### config.mk
export PLATFORM = sky130hd
export DESIGN_NAME = tsr_regbank
export DESIGN_NICKNAME = d
export VERILOG_FILES = /design/src/hdl/tsr_pkg.sv /design/src/hdl/tsr_alert_if.sv /design/src/hdl/tsr_alert.sv /design/src/hdl/tsr_regbank.sv
export VERILOG_INCLUDE_DIRS = /design/src /design/src/hdl
export SDC_FILE = /design/constraint.sdc
export NUM_CORES = 1
export LEC_CHECK = 0
export ABC_AREA = 1
export ABC_CLOCK_PERIOD_IN_PS = 4050
export BUFFER_PORTS_ARGS = -buffer_cell sky130_fd_sc_hd__buf_4
export CAP_MARGIN = 20
export CELL_PAD_IN_SITES_DETAIL_PLACEMENT = 1
export CELL_PAD_IN_SITES_GLOBAL_PLACEMENT = 2
export CORE_ASPECT_RATIO = 1.1
export CORE_MARGIN = 2
export CORE_UTILIZATION = 36
export DETAILED_ROUTE_END_ITERATION = 10
export PLACE_DENSITY_LB_ADDON = 0.1
export SLEW_MARGIN = 10
export SYNTH_ARGS = -nofsm -noshare
export SYNTH_HDL_FRONTEND = slang
export SYNTH_SLANG_ARGS = --single-unit
### constraint.sdc
create_clock -name clock_i -period 4.05 [get_ports clock_i]
set_input_delay 0.6075 -clock clock_i [delete_from_list [all_inputs] [get_ports clock_i]]
set_output_delay 0.6075 -clock clock_i [all_outputs]
set_load 0.05 [all_outputs]
### src/hdl/tsr_params.svh
`ifndef TSR_PARAMS_SVH
`define TSR_PARAMS_SVH
// Functional notes
// - Only pointer bits 2:0 choose the register for later reads and writes.
// - Code 0 selects the read-only temperature result, the default selection.
// - Code 1 selects configuration, code 2 the lower limit; both read/write.
// - Code 3 selects the upper limit, readable and writable.
// - Code 4 is write-only; any write in idle starts a conversion, mode permitting.
// - Pointer register is write-only, select in bits 2:0, resets to zero.
// - Temperature sits in bits 15:4, 1/16 degree LSB; bits 3:0 read zero.
// - Temperature result reads zero after reset until the first result lands.
// - Configuration resets to zero, low byte reads zero, fields at 13..8.
// - Shutdown and one-shot both clear means continuous conversion, the default.
// - One-shot set: idle; each trigger write in idle runs one conversion, then idle.
// - Shutdown set: stay shut down, trigger writes start nothing.
// - Fault queue codes 0..3 need 1, 2, 4 or 6 consecutive faults.
// - Polarity bit clear gives an active-low alert pin, set gives active-high.
// - Mode bit clear gives comparator alert, set gives interrupt alert.
// - Shutdown bit clear runs conversions as the one-shot bit selects, set shuts down.
// - Lower limit holds 12 bits in 15:4, high byte resets to 4b; 3:0 zero.
// - Lower limit resets to 4b00, 75 degrees, at pointer code two.
// - Upper limit resets to 5000, 80 degrees, same layout, pointer code three.
// - Entering shutdown clears the alert pin and fault counter in both modes.
// - Continuous mode starts a conversion every 80 ms; each takes 27 ms.

// Pointer codes
`define TSR_PTR_TEMP    3'h0
`define TSR_PTR_CFG     3'h1
`define TSR_PTR_LOW     3'h2
`define TSR_PTR_HIGH    3'h3
`define TSR_PTR_TRIG    3'h4
`define TSR_PTR_RST     3'h0

// Configuration field positions
`define TSR_CFG_OS_BIT  13
`define TSR_CFG_FQ_HI   12
`define TSR_CFG_FQ_LO   11
`define TSR_CFG_POL_BIT 10
`define TSR_CFG_TM_BIT  9
`define TSR_CFG_SD_BIT  8

// Reset values
`define TSR_TEMP_RST    16'h0000
`define TSR_CFG_RST     16'h0000
`define TSR_LOW_RST     16'h4b00
`define TSR_HIGH_RST    16'h5000

// Fault queue depths for codes 0..3
`define TSR_FQ_N0       3'h1
`define TSR_FQ_N1       3'h2
`define TSR_FQ_N2       3'h4
`define TSR_FQ_N3       3'h6

// Timing
`define TSR_CLK_KHZ       200000
`define TSR_CONV_TIME_MS  27
`define TSR_PERIOD_MS     80
`define TSR_CONV_CYC      (`TSR_CONV_TIME_MS * `TSR_CLK_KHZ)
`define TSR_PERIOD_CYC    (`TSR_PERIOD_MS * `TSR_CLK_KHZ)

`endif

### src/hdl/tsr_pkg.sv
`include "tsr_params.svh"

package tsr_pkg;

  // Conversion sequencer states
  typedef enum logic [2:0] {
    TSR_S_IDLE = 3'b001,
    TSR_S_CONV = 3'b010,
    TSR_S_WAIT = 3'b100
  } tsr_state_t;

  typedef logic [11:0] tsr_temp_t;
  typedef logic [2:0]  tsr_ptr_t;

  // Consecutive faults needed for a fault queue code
  function automatic logic [2:0] tsr_fq_limit(input logic [1:0] code);
    unique case (code)
      2'h0: tsr_fq_limit = `TSR_FQ_N0;
      2'h1: tsr_fq_limit = `TSR_FQ_N1;
      2'h2: tsr_fq_limit = `TSR_FQ_N2;
      2'h3: tsr_fq_limit = `TSR_FQ_N3;
    endcase
  endfunction : tsr_fq_limit

endpackage : tsr_pkg

### src/hdl/tsr_alert_if.sv
`timescale 1ns/1ps
`default_nettype none

interface tsr_alert_if;
  import tsr_pkg::*;
  logic      result_stb;
  tsr_temp_t temp;
  tsr_temp_t lower;
  tsr_temp_t upper;
  logic [1:0] fault_queue_len;
  logic      alert_active_level;
  logic      compare_or_irq_sel;
  logic      shutdown_ctl;
  logic      rd_ack;
  logic      flag_pin;

  modport reg_side (
    output result_stb, temp, lower, upper, fault_queue_len,
    output alert_active_level, compare_or_irq_sel, shutdown_ctl, rd_ack,
    input  flag_pin
  );
  modport alert_side (
    input  result_stb, temp, lower, upper, fault_queue_len,
    input  alert_active_level, compare_or_irq_sel, shutdown_ctl, rd_ack,
    output flag_pin
  );
endinterface : tsr_alert_if

`default_nettype wire

### src/hdl/tsr_alert.sv
`timescale 1ns/1ps
`default_nettype none

module tsr_alert (
  input wire logic     clock_i,
  input wire logic     reset_n_i,
  tsr_alert_if.alert_side al
);
  import tsr_pkg::*;

  logic [2:0] hot_r, hot_nxt;
  logic [2:0] cold_r, cold_nxt;
  logic       active_r, active_nxt;
  logic       pin_r, pin_nxt;
  logic [2:0] limit;

  assign limit = tsr_fq_limit(al.fault_queue_len);
  assign al.flag_pin = pin_r;

  // Fault queue and alert state; counters saturate so a long fault run cannot wrap
  always_comb
  begin
    hot_nxt    = hot_r;
    cold_nxt   = cold_r;
    active_nxt = active_r;
    if (al.result_stb)
    begin
      if ($signed(al.temp) >= $signed(al.upper))
      begin
        hot_nxt  = (hot_r == 3'h7) ? hot_r : hot_r + 3'h1;
        cold_nxt = 3'h0;
      end
      else if ($signed(al.temp) < $signed(al.lower))
      begin
        cold_nxt = (cold_r == 3'h7) ? cold_r : cold_r + 3'h1;
        hot_nxt  = 3'h0;
      end
      else
      begin
        hot_nxt  = 3'h0;
        cold_nxt = 3'h0;
      end
      if (hot_nxt == limit)
        active_nxt = 1'b1;
      else if (!al.compare_or_irq_sel && cold_nxt == limit)
        active_nxt = 1'b0;
    end
    // Interrupt mode holds until software reads any register
    if (al.compare_or_irq_sel && al.rd_ack && !(al.result_stb && hot_nxt == limit))
      active_nxt = 1'b0;
    if (al.shutdown_ctl)
    begin
      hot_nxt    = 3'h0;
      cold_nxt   = 3'h0;
      active_nxt = 1'b0;
    end
    pin_nxt = al.alert_active_level ? active_nxt : !active_nxt;
  end

  // State registers
  always_ff @(posedge clock_i)
  begin
    if (!reset_n_i)
    begin
      hot_r    <= 3'h0;
      cold_r   <= 3'h0;
      active_r <= 1'b0;
      pin_r    <= 1'b1;
    end
    else
    begin
      hot_r    <= hot_nxt;
      cold_r   <= cold_nxt;
      active_r <= active_nxt;
      pin_r    <= pin_nxt;
    end
  end
endmodule : tsr_alert

`default_nettype wire

### src/hdl/tsr_regbank.sv
`timescale 1ns/1ps
`default_nettype none
`include "tsr_params.svh"

module tsr_regbank #(
  parameter int CONV_CYC   = `TSR_CONV_CYC,
  parameter int PERIOD_CYC = `TSR_PERIOD_CYC,
  parameter int CNT_W      = 24
) (
  input  wire logic        clock_i,
  input  wire logic        reset_n_i,
  input  wire logic        ptr_wr_i,
  input  wire logic [7:0]  ptr_byte_i,
  input  wire logic        reg_wr_i,
  input  wire logic [15:0] wr_data_i,
  input  wire logic        rd_req_i,
  input  wire tsr_pkg::tsr_temp_t adc_code_i,
  output logic [15:0]      rd_data_o,
  output logic             rd_valid_o,
  output logic             conv_busy_o,
  output logic             over_temp_flag_o
);
  import tsr_pkg::*;

  localparam logic [CNT_W-1:0] CONV_LAST   = CNT_W'(CONV_CYC - 1);
  localparam logic [CNT_W-1:0] PERIOD_LAST = CNT_W'(PERIOD_CYC - 1);

  // A conversion must fit inside its period and the counter must reach the period
  generate
    if (CONV_CYC < 1 || PERIOD_CYC <= CONV_CYC || PERIOD_CYC >= (2 ** CNT_W))
    begin : g_bad_timing
      $error("tsr_regbank: timing parameters out of range");
    end
  endgenerate

  tsr_ptr_t   ptr_r, ptr_nxt;
  logic [7:0] cfg_r, cfg_nxt;
  tsr_temp_t  low_r, low_nxt;
  tsr_temp_t  high_r, high_nxt;
  tsr_temp_t  temp_r, temp_nxt;
  logic [15:0] rd_data_r, rd_data_nxt;
  logic       rd_valid_r;
  logic       trig;
  tsr_state_t state_r, state_nxt;
  logic [CNT_W-1:0] cnt_r, cnt_nxt;
  logic       stb_r, stb_nxt;
  logic       sd, os;

  tsr_alert_if al_if ();

  assign sd   = cfg_r[`TSR_CFG_SD_BIT - 8];
  assign os   = cfg_r[`TSR_CFG_OS_BIT - 8];
  assign trig = reg_wr_i && (ptr_r == `TSR_PTR_TRIG);

  // Pointer and writable registers; a write goes to the register selected before it
  always_comb
  begin
    ptr_nxt  = ptr_r;
    cfg_nxt  = cfg_r;
    low_nxt  = low_r;
    high_nxt = high_r;
    if (ptr_wr_i)
      ptr_nxt = ptr_byte_i[2:0];
    if (reg_wr_i)
    begin
      case (ptr_r)
        `TSR_PTR_CFG:  cfg_nxt  = wr_data_i[15:8];
        `TSR_PTR_LOW:  low_nxt  = wr_data_i[15:4];
        `TSR_PTR_HIGH: high_nxt = wr_data_i[15:4];
        default:       cfg_nxt  = cfg_r; // Result, trigger and unused codes store nothing
      endcase
    end
  end

  // Read mux; write-only and unused codes answer zero
  always_comb
  begin
    case (ptr_r)
      `TSR_PTR_TEMP: rd_data_nxt = {temp_r, 4'h0};
      `TSR_PTR_CFG:  rd_data_nxt = {cfg_r, 8'h00};
      `TSR_PTR_LOW:  rd_data_nxt = {low_r, 4'h0};
      `TSR_PTR_HIGH: rd_data_nxt = {high_r, 4'h0};
      default:       rd_data_nxt = 16'h0000;
    endcase
    if (!rd_req_i)
      rd_data_nxt = rd_data_r;
  end

  // Register file storage
  always_ff @(posedge clock_i)
  begin
    if (!reset_n_i)
    begin
      ptr_r      <= `TSR_PTR_RST;
      cfg_r      <= 8'(`TSR_CFG_RST >> 8);
      low_r      <= 12'(`TSR_LOW_RST >> 4);
      high_r     <= 12'(`TSR_HIGH_RST >> 4);
      rd_data_r  <= 16'h0000;
      rd_valid_r <= 1'b0;
    end
    else
    begin
      ptr_r      <= ptr_nxt;
      cfg_r      <= cfg_nxt;
      low_r      <= low_nxt;
      high_r     <= high_nxt;
      rd_data_r  <= rd_data_nxt;
      rd_valid_r <= rd_req_i;
    end
  end

  // Conversion sequencer; the counter runs from each conversion start so the
  // start-to-start spacing is the full period, not conversion plus delay
  always_comb
  begin
    state_nxt = state_r;
    cnt_nxt   = cnt_r + CNT_W'(1);
    temp_nxt  = temp_r;
    stb_nxt   = 1'b0;
    unique case (state_r)
      TSR_S_IDLE:
      begin
        cnt_nxt = '0;
        if (!os || trig)
          state_nxt = TSR_S_CONV;
      end
      TSR_S_CONV:
      begin
        if (cnt_r == CONV_LAST)
        begin
          temp_nxt  = adc_code_i;
          stb_nxt   = 1'b1;
          state_nxt = os ? TSR_S_IDLE : TSR_S_WAIT;
        end
      end
      TSR_S_WAIT:
      begin
        if (os)
          state_nxt = TSR_S_IDLE;
        else if (cnt_r == PERIOD_LAST)
        begin
          state_nxt = TSR_S_CONV;
          cnt_nxt   = '0;
        end
      end
    endcase
    // Shutdown aborts any conversion in flight and blocks triggers
    if (sd)
    begin
      state_nxt = TSR_S_IDLE;
      cnt_nxt   = '0;
      stb_nxt   = 1'b0;
      temp_nxt  = temp_r;
    end
  end

  // Sequencer registers
  always_ff @(posedge clock_i)
  begin
    if (!reset_n_i)
    begin
      state_r <= TSR_S_IDLE;
      cnt_r   <= '0;
      temp_r  <= 12'(`TSR_TEMP_RST >> 4);
      stb_r   <= 1'b0;
    end
    else
    begin
      state_r <= state_nxt;
      cnt_r   <= cnt_nxt;
      temp_r  <= temp_nxt;
      stb_r   <= stb_nxt;
    end
  end

  // Feed the alert logic
  assign al_if.result_stb         = stb_r;
  assign al_if.temp               = temp_r;
  assign al_if.lower              = low_r;
  assign al_if.upper              = high_r;
  assign al_if.fault_queue_len    = cfg_r[`TSR_CFG_FQ_HI - 8:`TSR_CFG_FQ_LO - 8];
  assign al_if.alert_active_level = cfg_r[`TSR_CFG_POL_BIT - 8];
  assign al_if.compare_or_irq_sel = cfg_r[`TSR_CFG_TM_BIT - 8];
  assign al_if.shutdown_ctl       = sd;
  assign al_if.rd_ack             = rd_valid_r;

  tsr_alert u_alert (
    .clock_i   (clock_i),
    .reset_n_i (reset_n_i),
    .al        (al_if.alert_side)
  );

  assign rd_data_o        = rd_data_r;
  assign rd_valid_o       = rd_valid_r;
  assign conv_busy_o      = state_r[1];
  assign over_temp_flag_o = al_if.flag_pin;
endmodule : tsr_regbank

`default_nettype wire

# Yosys cells after proc, flatten, opt, wreduce, memory -nomap -nowiden
# Index checks and enable logic that the tools add are counted.
dict set report totals {
  ff_bits 100
  out_inout_bits 19
  in_bits 41
  elab_cells 87
}
dict set report classes {
  order_cmp 2
  muxes 26
  eq_ne 20
  addsub 3
  n_reduce_logical 19
  bitwise_logic 3
}
# operator n
set ops {}
lappend ops {{$pmux W16 S4} 1}
lappend ops {{$mux W24} 2}
lappend ops {{$pmux W24 S2} 1}
lappend ops {{$mux W3} 13}
lappend ops {{$add A24 B1 Y24 const B} 1}
lappend ops {{$eq A24 B23 Y1 const B} 1}
lappend ops {{$eq A24 B24 Y1 const B} 1}
lappend ops {{$eq A3 B3 Y1 const B} 4}
lappend ops {{$ge A12 B12 Y1} 1}
lappend ops {{$lt A12 B12 Y1} 1}
lappend ops {{$pmux W3 S4} 1}
lappend ops {{$eq A3 B2 Y1 const B} 3}
lappend ops {{$eq A3 B3 Y1} 3}
lappend ops {{$pmux W3 S3} 1}
lappend ops {{$mux W1} 7}
lappend ops {{$add A3 B1 Y3 const B} 2}
lappend ops {{$eq A3 B1 Y1 const B} 2}
lappend ops {{$reduce_and A2 Y1} 3}
lappend ops {{$reduce_and A3 Y1} 2}
lappend ops {{$logic_and A1 B1 Y1} 5}
lappend ops {{$eq A2 B2 Y1 const B} 2}
lappend ops {{$logic_not A1 Y1} 4}
lappend ops {{$ne A2 B2 Y1 const B} 2}
lappend ops {{$logic_not A3 Y1} 1}
lappend ops {{7 further kinds} 9}

# Longest topological paths before layout
dict set report logic_depth {
  depth_word 14
  ltp_mapped 22
  mapped_depth_nobuf 22
}

# By module
# A second synthesis with hierarchy kept.
dict set report unflattened {
  hier_cells 794
  hier_area_um2 5470.2
}
# module n_inst cells_per_inst area_per_inst_um2 seq_area_each_um2
set by_module_without_submodules {}
lappend by_module_without_submodules {tsr_regbank 1 590 4182.8 1761.7}
lappend by_module_without_submodules {tsr_alert 1 204 1287.5 160.2}

# Least setup slack after synthesis
# Ideal clock, no wire load.
dict set report synth_path {
  kind {reg-to-reg}
  start {reg high_r[11], in the netlist al_if.upper[11]}
  end {reg u_alert.pin_r, in the netlist u_alert.al.flag_pin}
  path_stages_with_launch 18
  slack_ns 2.064
  setup_ns 0.128
  period_less_slack_ns 1.986
  t_required_ns 3.922
  n_path_buf 0
  arrival_time_ns 1.858
  path_cell_list {dfxtp_1 -> inv_1 -> ha_1 -> a21o_1 -> nor2_1 -> nand3_1 -> nand2_1 -> nand3_4 -> nand2_2 -> inv_2 -> nand2_1 -> nand2_1 -> nor2_1 -> nand3_1 -> nand2_1 -> nand3_2 -> nand2_1 -> nand3_1}
}
dict set report synth_via {
  elab_chain_len 12
  word_cells_on_any_way 20
  cone_classes {order compare (1); eq/ne (3); mux (11); reduce/logical (5)}
}
# element line
set synth_lines {}
lappend synth_lines {{start, declared} tsr_regbank.sv:39} ;# tsr_temp_t high_r, high_nxt;
lappend synth_lines {{start signal, assigned} tsr_regbank.sv:97} ;# high_r <= 12'(`TSR_HIGH_RST >> 4);
lappend synth_lines {{start signal, assigned} tsr_regbank.sv:106} ;# high_r <= high_nxt;
lappend synth_lines {{$ge A12 B12 Y1 (*)} tsr_alert.sv:28} ;# if ($signed(al.temp) >= $signed(al.upper))
lappend synth_lines {{$mux W3} tsr_alert.sv:28}
lappend synth_lines {{$mux W3} tsr_alert.sv:26} ;# if (al.result_stb)
lappend synth_lines {{$eq A3 B3 Y1 / $mux W3 (equally long branches)} {tsr_alert.sv:45, tsr_alert.sv:26}}
lappend synth_lines {{$logic_and A1 B1 Y1 / $eq A3 B3 Y1 (equally long branches)} {tsr_alert.sv:45, tsr_alert.sv:49}}
lappend synth_lines {{$mux W1 / $logic_and A1 B1 Y1 (equally long branches)} {tsr_alert.sv:45, tsr_alert.sv:49}}
lappend synth_lines {{$mux W1 / $logic_not A1 Y1 (equally long branches)} {tsr_alert.sv:43, tsr_alert.sv:49}}
lappend synth_lines {{$mux W1 / $logic_and A1 B1 Y1 (equally long branches)} {tsr_alert.sv:26, tsr_alert.sv:49}}
lappend synth_lines {{$mux W1 (*)} tsr_alert.sv:49} ;# if (al.compare_or_irq_sel && al.rd_ack && !(al.result_stb && hot_nxt == limit))
lappend synth_lines {{$mux W1 (*)} tsr_alert.sv:51} ;# if (al.shutdown_ctl)
lappend synth_lines {{$logic_not A1 Y1} tsr_alert.sv:57} ;# pin_nxt = al.alert_active_level ? active_nxt : !active_nxt;
lappend synth_lines {{$mux W1 (*)} tsr_alert.sv:57}
lappend synth_lines {{end signal, assigned} tsr_alert.sv:75} ;# pin_r <= pin_nxt;
lappend synth_lines {{end, declared} tsr_alert.sv:14} ;# logic pin_r, pin_nxt;
# Every way passes the cells marked *; elsewhere a longest branch is shown, timed or not. The select of a mux whose other input is x is not followed.
# A chain may end at the register's enable or synchronous reset.

# Worst setup path after layout
dict set report layout_path {
  start {in reset_n_i}
  end {reg cnt_r[13]}
}
dict set report layout_via {
  elab_chain_len 2
}
# element line
set layout_lines {}
lappend layout_lines {{start, declared} tsr_regbank.sv:11} ;# input wire logic reset_n_i,
lappend layout_lines {{$not A1 Y1 (no source line)} n/a}
lappend layout_lines {{$reduce_or A2 Y1 (no source line)} n/a}
lappend layout_lines {{end signal, assigned} tsr_regbank.sv:170} ;# cnt_r <= cnt_nxt;
lappend layout_lines {{end, declared} tsr_regbank.sv:45} ;# logic [CNT_W-1:0] cnt_r, cnt_nxt;
# No other way between the ends.

==> summary.md <==
| Metric | Value |
|---|---|
| Outcome | `completed` |
| Max-Cap Viols | `0` |
| Yosys warns | `0` |
| CTS Buffer Depth | `2` |
| Peak supply drop | `0.000151 V` |
| CP Depth | `8` |
| Number of hold buffers added after CTS | `0` |
| Setup TNS | `0 ns` |
| Top cell type's share of synthesized area | `38.9%` |
| CTS Root Cell | `clkbuf_16` |
| Filler instances | `1714` |
| Ys async rst share | `0%` |
| Grt ovf | `0` |
| Crit-path slowest cell | `nor2_1` |
| Syn Area/Cell | `~7.3 um^2` |
| Crit path arrival time | `~2.8 ns` |
| Die Width | `about 120 um` |
| CP Launch Type | `input port` |
| Pre-antenna DRT Iters | `4` |
| Worst setup EP type | `flop` |
| Via count | `~4500` |
| PortBufs | `46` |
| Number of vias per cell | `around 5` |
| DRT Wirelength | `around 14000 um` |
| Ports | `60` |
| Req. time, crit path | `4.31 ns` |
| Area Overhead vs Synth | `16.4%` |
| Post-synth cell types | `43` |
| Initial antenna violation count | `0` |
| Wire per inst | `16.0 um` |
| Max stage delay on crit path | `between 0.3 and 0.4 ns` |
| CTS Sinks | `96` |
| Post-synth top flop | `dfxtp_1` |
| Htree depth | `3` |
| Synth top cells by count | `nand2_1, dfxtp_1, inv_1, nor2_1, o21ai_0` |
| Seq cells post-synth | `between 90 and 100` |
| Layout cell share with drive strength beyond 1 | `between 10% and 20%` |
| PD cells | `approximately 370 nW/um^2` |
| Fin. max-slew vios | `0` |
| # diodes | `0` |
| Sequential share of the synthesized area | `between 30% and 40%` |
| Core area | `approximately 13000 um^2` |
| Dpl cell area | `~5400 um^2` |
| Post-route cell area | `between 5000 and 6000 um^2` |
| Final hold vios | `0` |
| Area leader, netlist | `dfxtp_1` |
| CP Max Fanout | `45` |
| Largest net degree at the start of global routing | `46` |
| Worst Tran Pin Value | `around 1.0 ns` |
| CTS-repair resized insts | `0` |
| WHS Path Cells | `2` |
| Mapped Cells | `678` |
| Hold Path Class | `flop to flop` |
| Tot Pwr | `approximately 0.0021 W` |
| Setup bufs post-CTS | `0` |
| Clock Skews | `around 0.0076 ns` |
| CTS tree | `built` |
| R2R cell count | `17` |
| Finished Core Util | `about 43%` |
| Initial Util | `between 30% and 40%` |
| Dpl hpwl | `11100 um` |
| CP Cell Sequence | `buf_4 -> inv_1 -> buf_4 -> nor2_1 -> inv_1 -> nor2_2 -> inv_2 -> nor3_1` |
| Leakage | `between 2 and 2.5 nW` |
| 1st-iter DRT viols | `~190` |
| Buffers & Inverters on Critical Path | `5` |
| Clk slew on worst S/H paths | `roughly 0.070 ns` |
| Slew headroom | `roughly 32%` |
| DIE AREA | `around 15000 um^2` |
| Tcrit/Tclk final | `between 60% and 70%` |
| CP top delay family | `buffers and inverters` |
| Vias in the first global route | `between 4000 and 5000` |
| Setup CP Type | `input port to flop` |
| # nets final | `783` |
| Unrepaired setup endpoints after global routing | `no` |
| Core Rows | `44` |
| Synth top area cells | `dfxtp_1, nand2_1, inv_1` |
| Post-Syn Area | `around 4900 um^2` |
| TritonCTS buffer count | `9` |
| DRT antenna net count | `0` |
| Global-route wire length before repair | `24200 um` |
| RePlAce Congestion | `between 0.8 and 0.9` |
| Hold Slack | `between 0.4 and 0.5 ns` |
| Crit path time final | `between 2 and 3 ns` |
| Count leader, synth | `nand2_1` |
| Final setup vio count | `0` |
| GRT Util Overall | `around a fifth` |
| Worst skew pair latency | `~0.35 ns` |
| DRC | `0` |
| Die Y | `around 130 um` |
| Maximum clock rate | `397 MHz` |
| Number of flops mapped to enable cells by yosys | `0` |
-- stage by stage --
stage / setup WS, ns / cells
2_1_floorplan: 2.06 / 681
3_3_place_gp: 1.26 / 889
3_5_place_dp: 1.10 / 889
4_1_cts: 1.48 / 905
5_1_grt: 1.23 / 905
6_report: 1.53 / 905
-- area by class of cell --
cell class,count,area [um^2],share of cell area (%)
multi-input combinational,463,2550,44.4
inverter,99,372,6.46
clock buffer,11,243,4.22
tap,184,230,4.00
timing repair buffer,47,353,6.13
clock inverter,5,80.1,1.39
sequential,96,1920,33.4
-- logic make-up after synthesis --
family,synth area share (%)
buffers and inverters,9.69
adders and majority gates,6.58
DFF,38.9
and+or+nand+nor,24.9
AOI/OAI and AO/OA,18.2
muxes,0.456
other,0.0759
xor gates and xnor gates,1.24
-- worst reg2reg max path, cell delays in order (launching register included) --
cell     delay, ns
dfxtp_1       0.43
ha_1          0.31
nand2_1       0.12
nor2_1        0.07
nand2_1       0.07
nand3_1       0.07
nor2_1        0.15
nand2_1       0.07
nand2_1       0.16
nand3_1       0.17
o21ai_0       0.20
nand2_1       0.08
nor2_1        0.09
nand2_1       0.06
nand2_1       0.06
nand2_1       0.08
nand4_1       0.08
nand3_1       0.07
-- sequential cells by signal (all words and copies together) (netlist names) --
register / cells
cfg_r: 8
u_alert.al.flag_pin: 1
state_r: 3
al_if.temp: 12
cnt_r: 24
rd_data_o: 12
rd_valid_o: 1
u_alert.cold_r: 3
al_if.lower: 12
ptr_r: 3
al_if.upper: 12
al_if.result_stb: 1
u_alert.hot_r: 3
u_alert.active_r: 1
-- final timing paths --
check / slack (ns) / start / endpoint
worst max-delay path: 1.53 / reset_n_i / cnt_r[13]
worst min-delay path: 0.47 / cfg_r[6] / cfg_r[6]
worst max register to register: 1.62 / al_if.temp[11] / u_alert.al.flag_pin
worst min register to register: 0.47 / cfg_r[6] / cfg_r[6]
-- power by group --
part | switching (W) | total, W | internal [W]
Combinational | 0.000140 | 0.000203 | 0.0000632
Clock | 0.000374 | 0.000932 | 0.000557
Sequential | 0.0000146 | 0.000982 | 0.000967
-- cell usage in the layout (no fill, tap or decap), drive strengths merged --
cell,count
nor2,81
o211a,1
a22o,2
clkinvlp,2
a31oi,3
o21a,1
a21oi,58
o21ai,65
a21o,1
a311oi,1
ha,26
clkinv,1
nor4,7
o22ai,10
dfxtp,96
mux2,2
nand2,119
nand3,21
nor3b,2
xnor2,1
nor3,24
xor2,6
o221ai,4
or2,2
nand4,7
o211ai,4
conb,4
inv,99
o21bai,2
a211oi,9
buf,47
clkbuf,11
bufinv,2
-- routing by layer --
layer  part of all wire (%)  global-route usage [%]
met3                    2.8                    2.77
met5                      0                       0
met1                     45                    26.9
met4                    2.6                    8.61
met2                     49                    35.6
(Power assumes the default switching activity.)
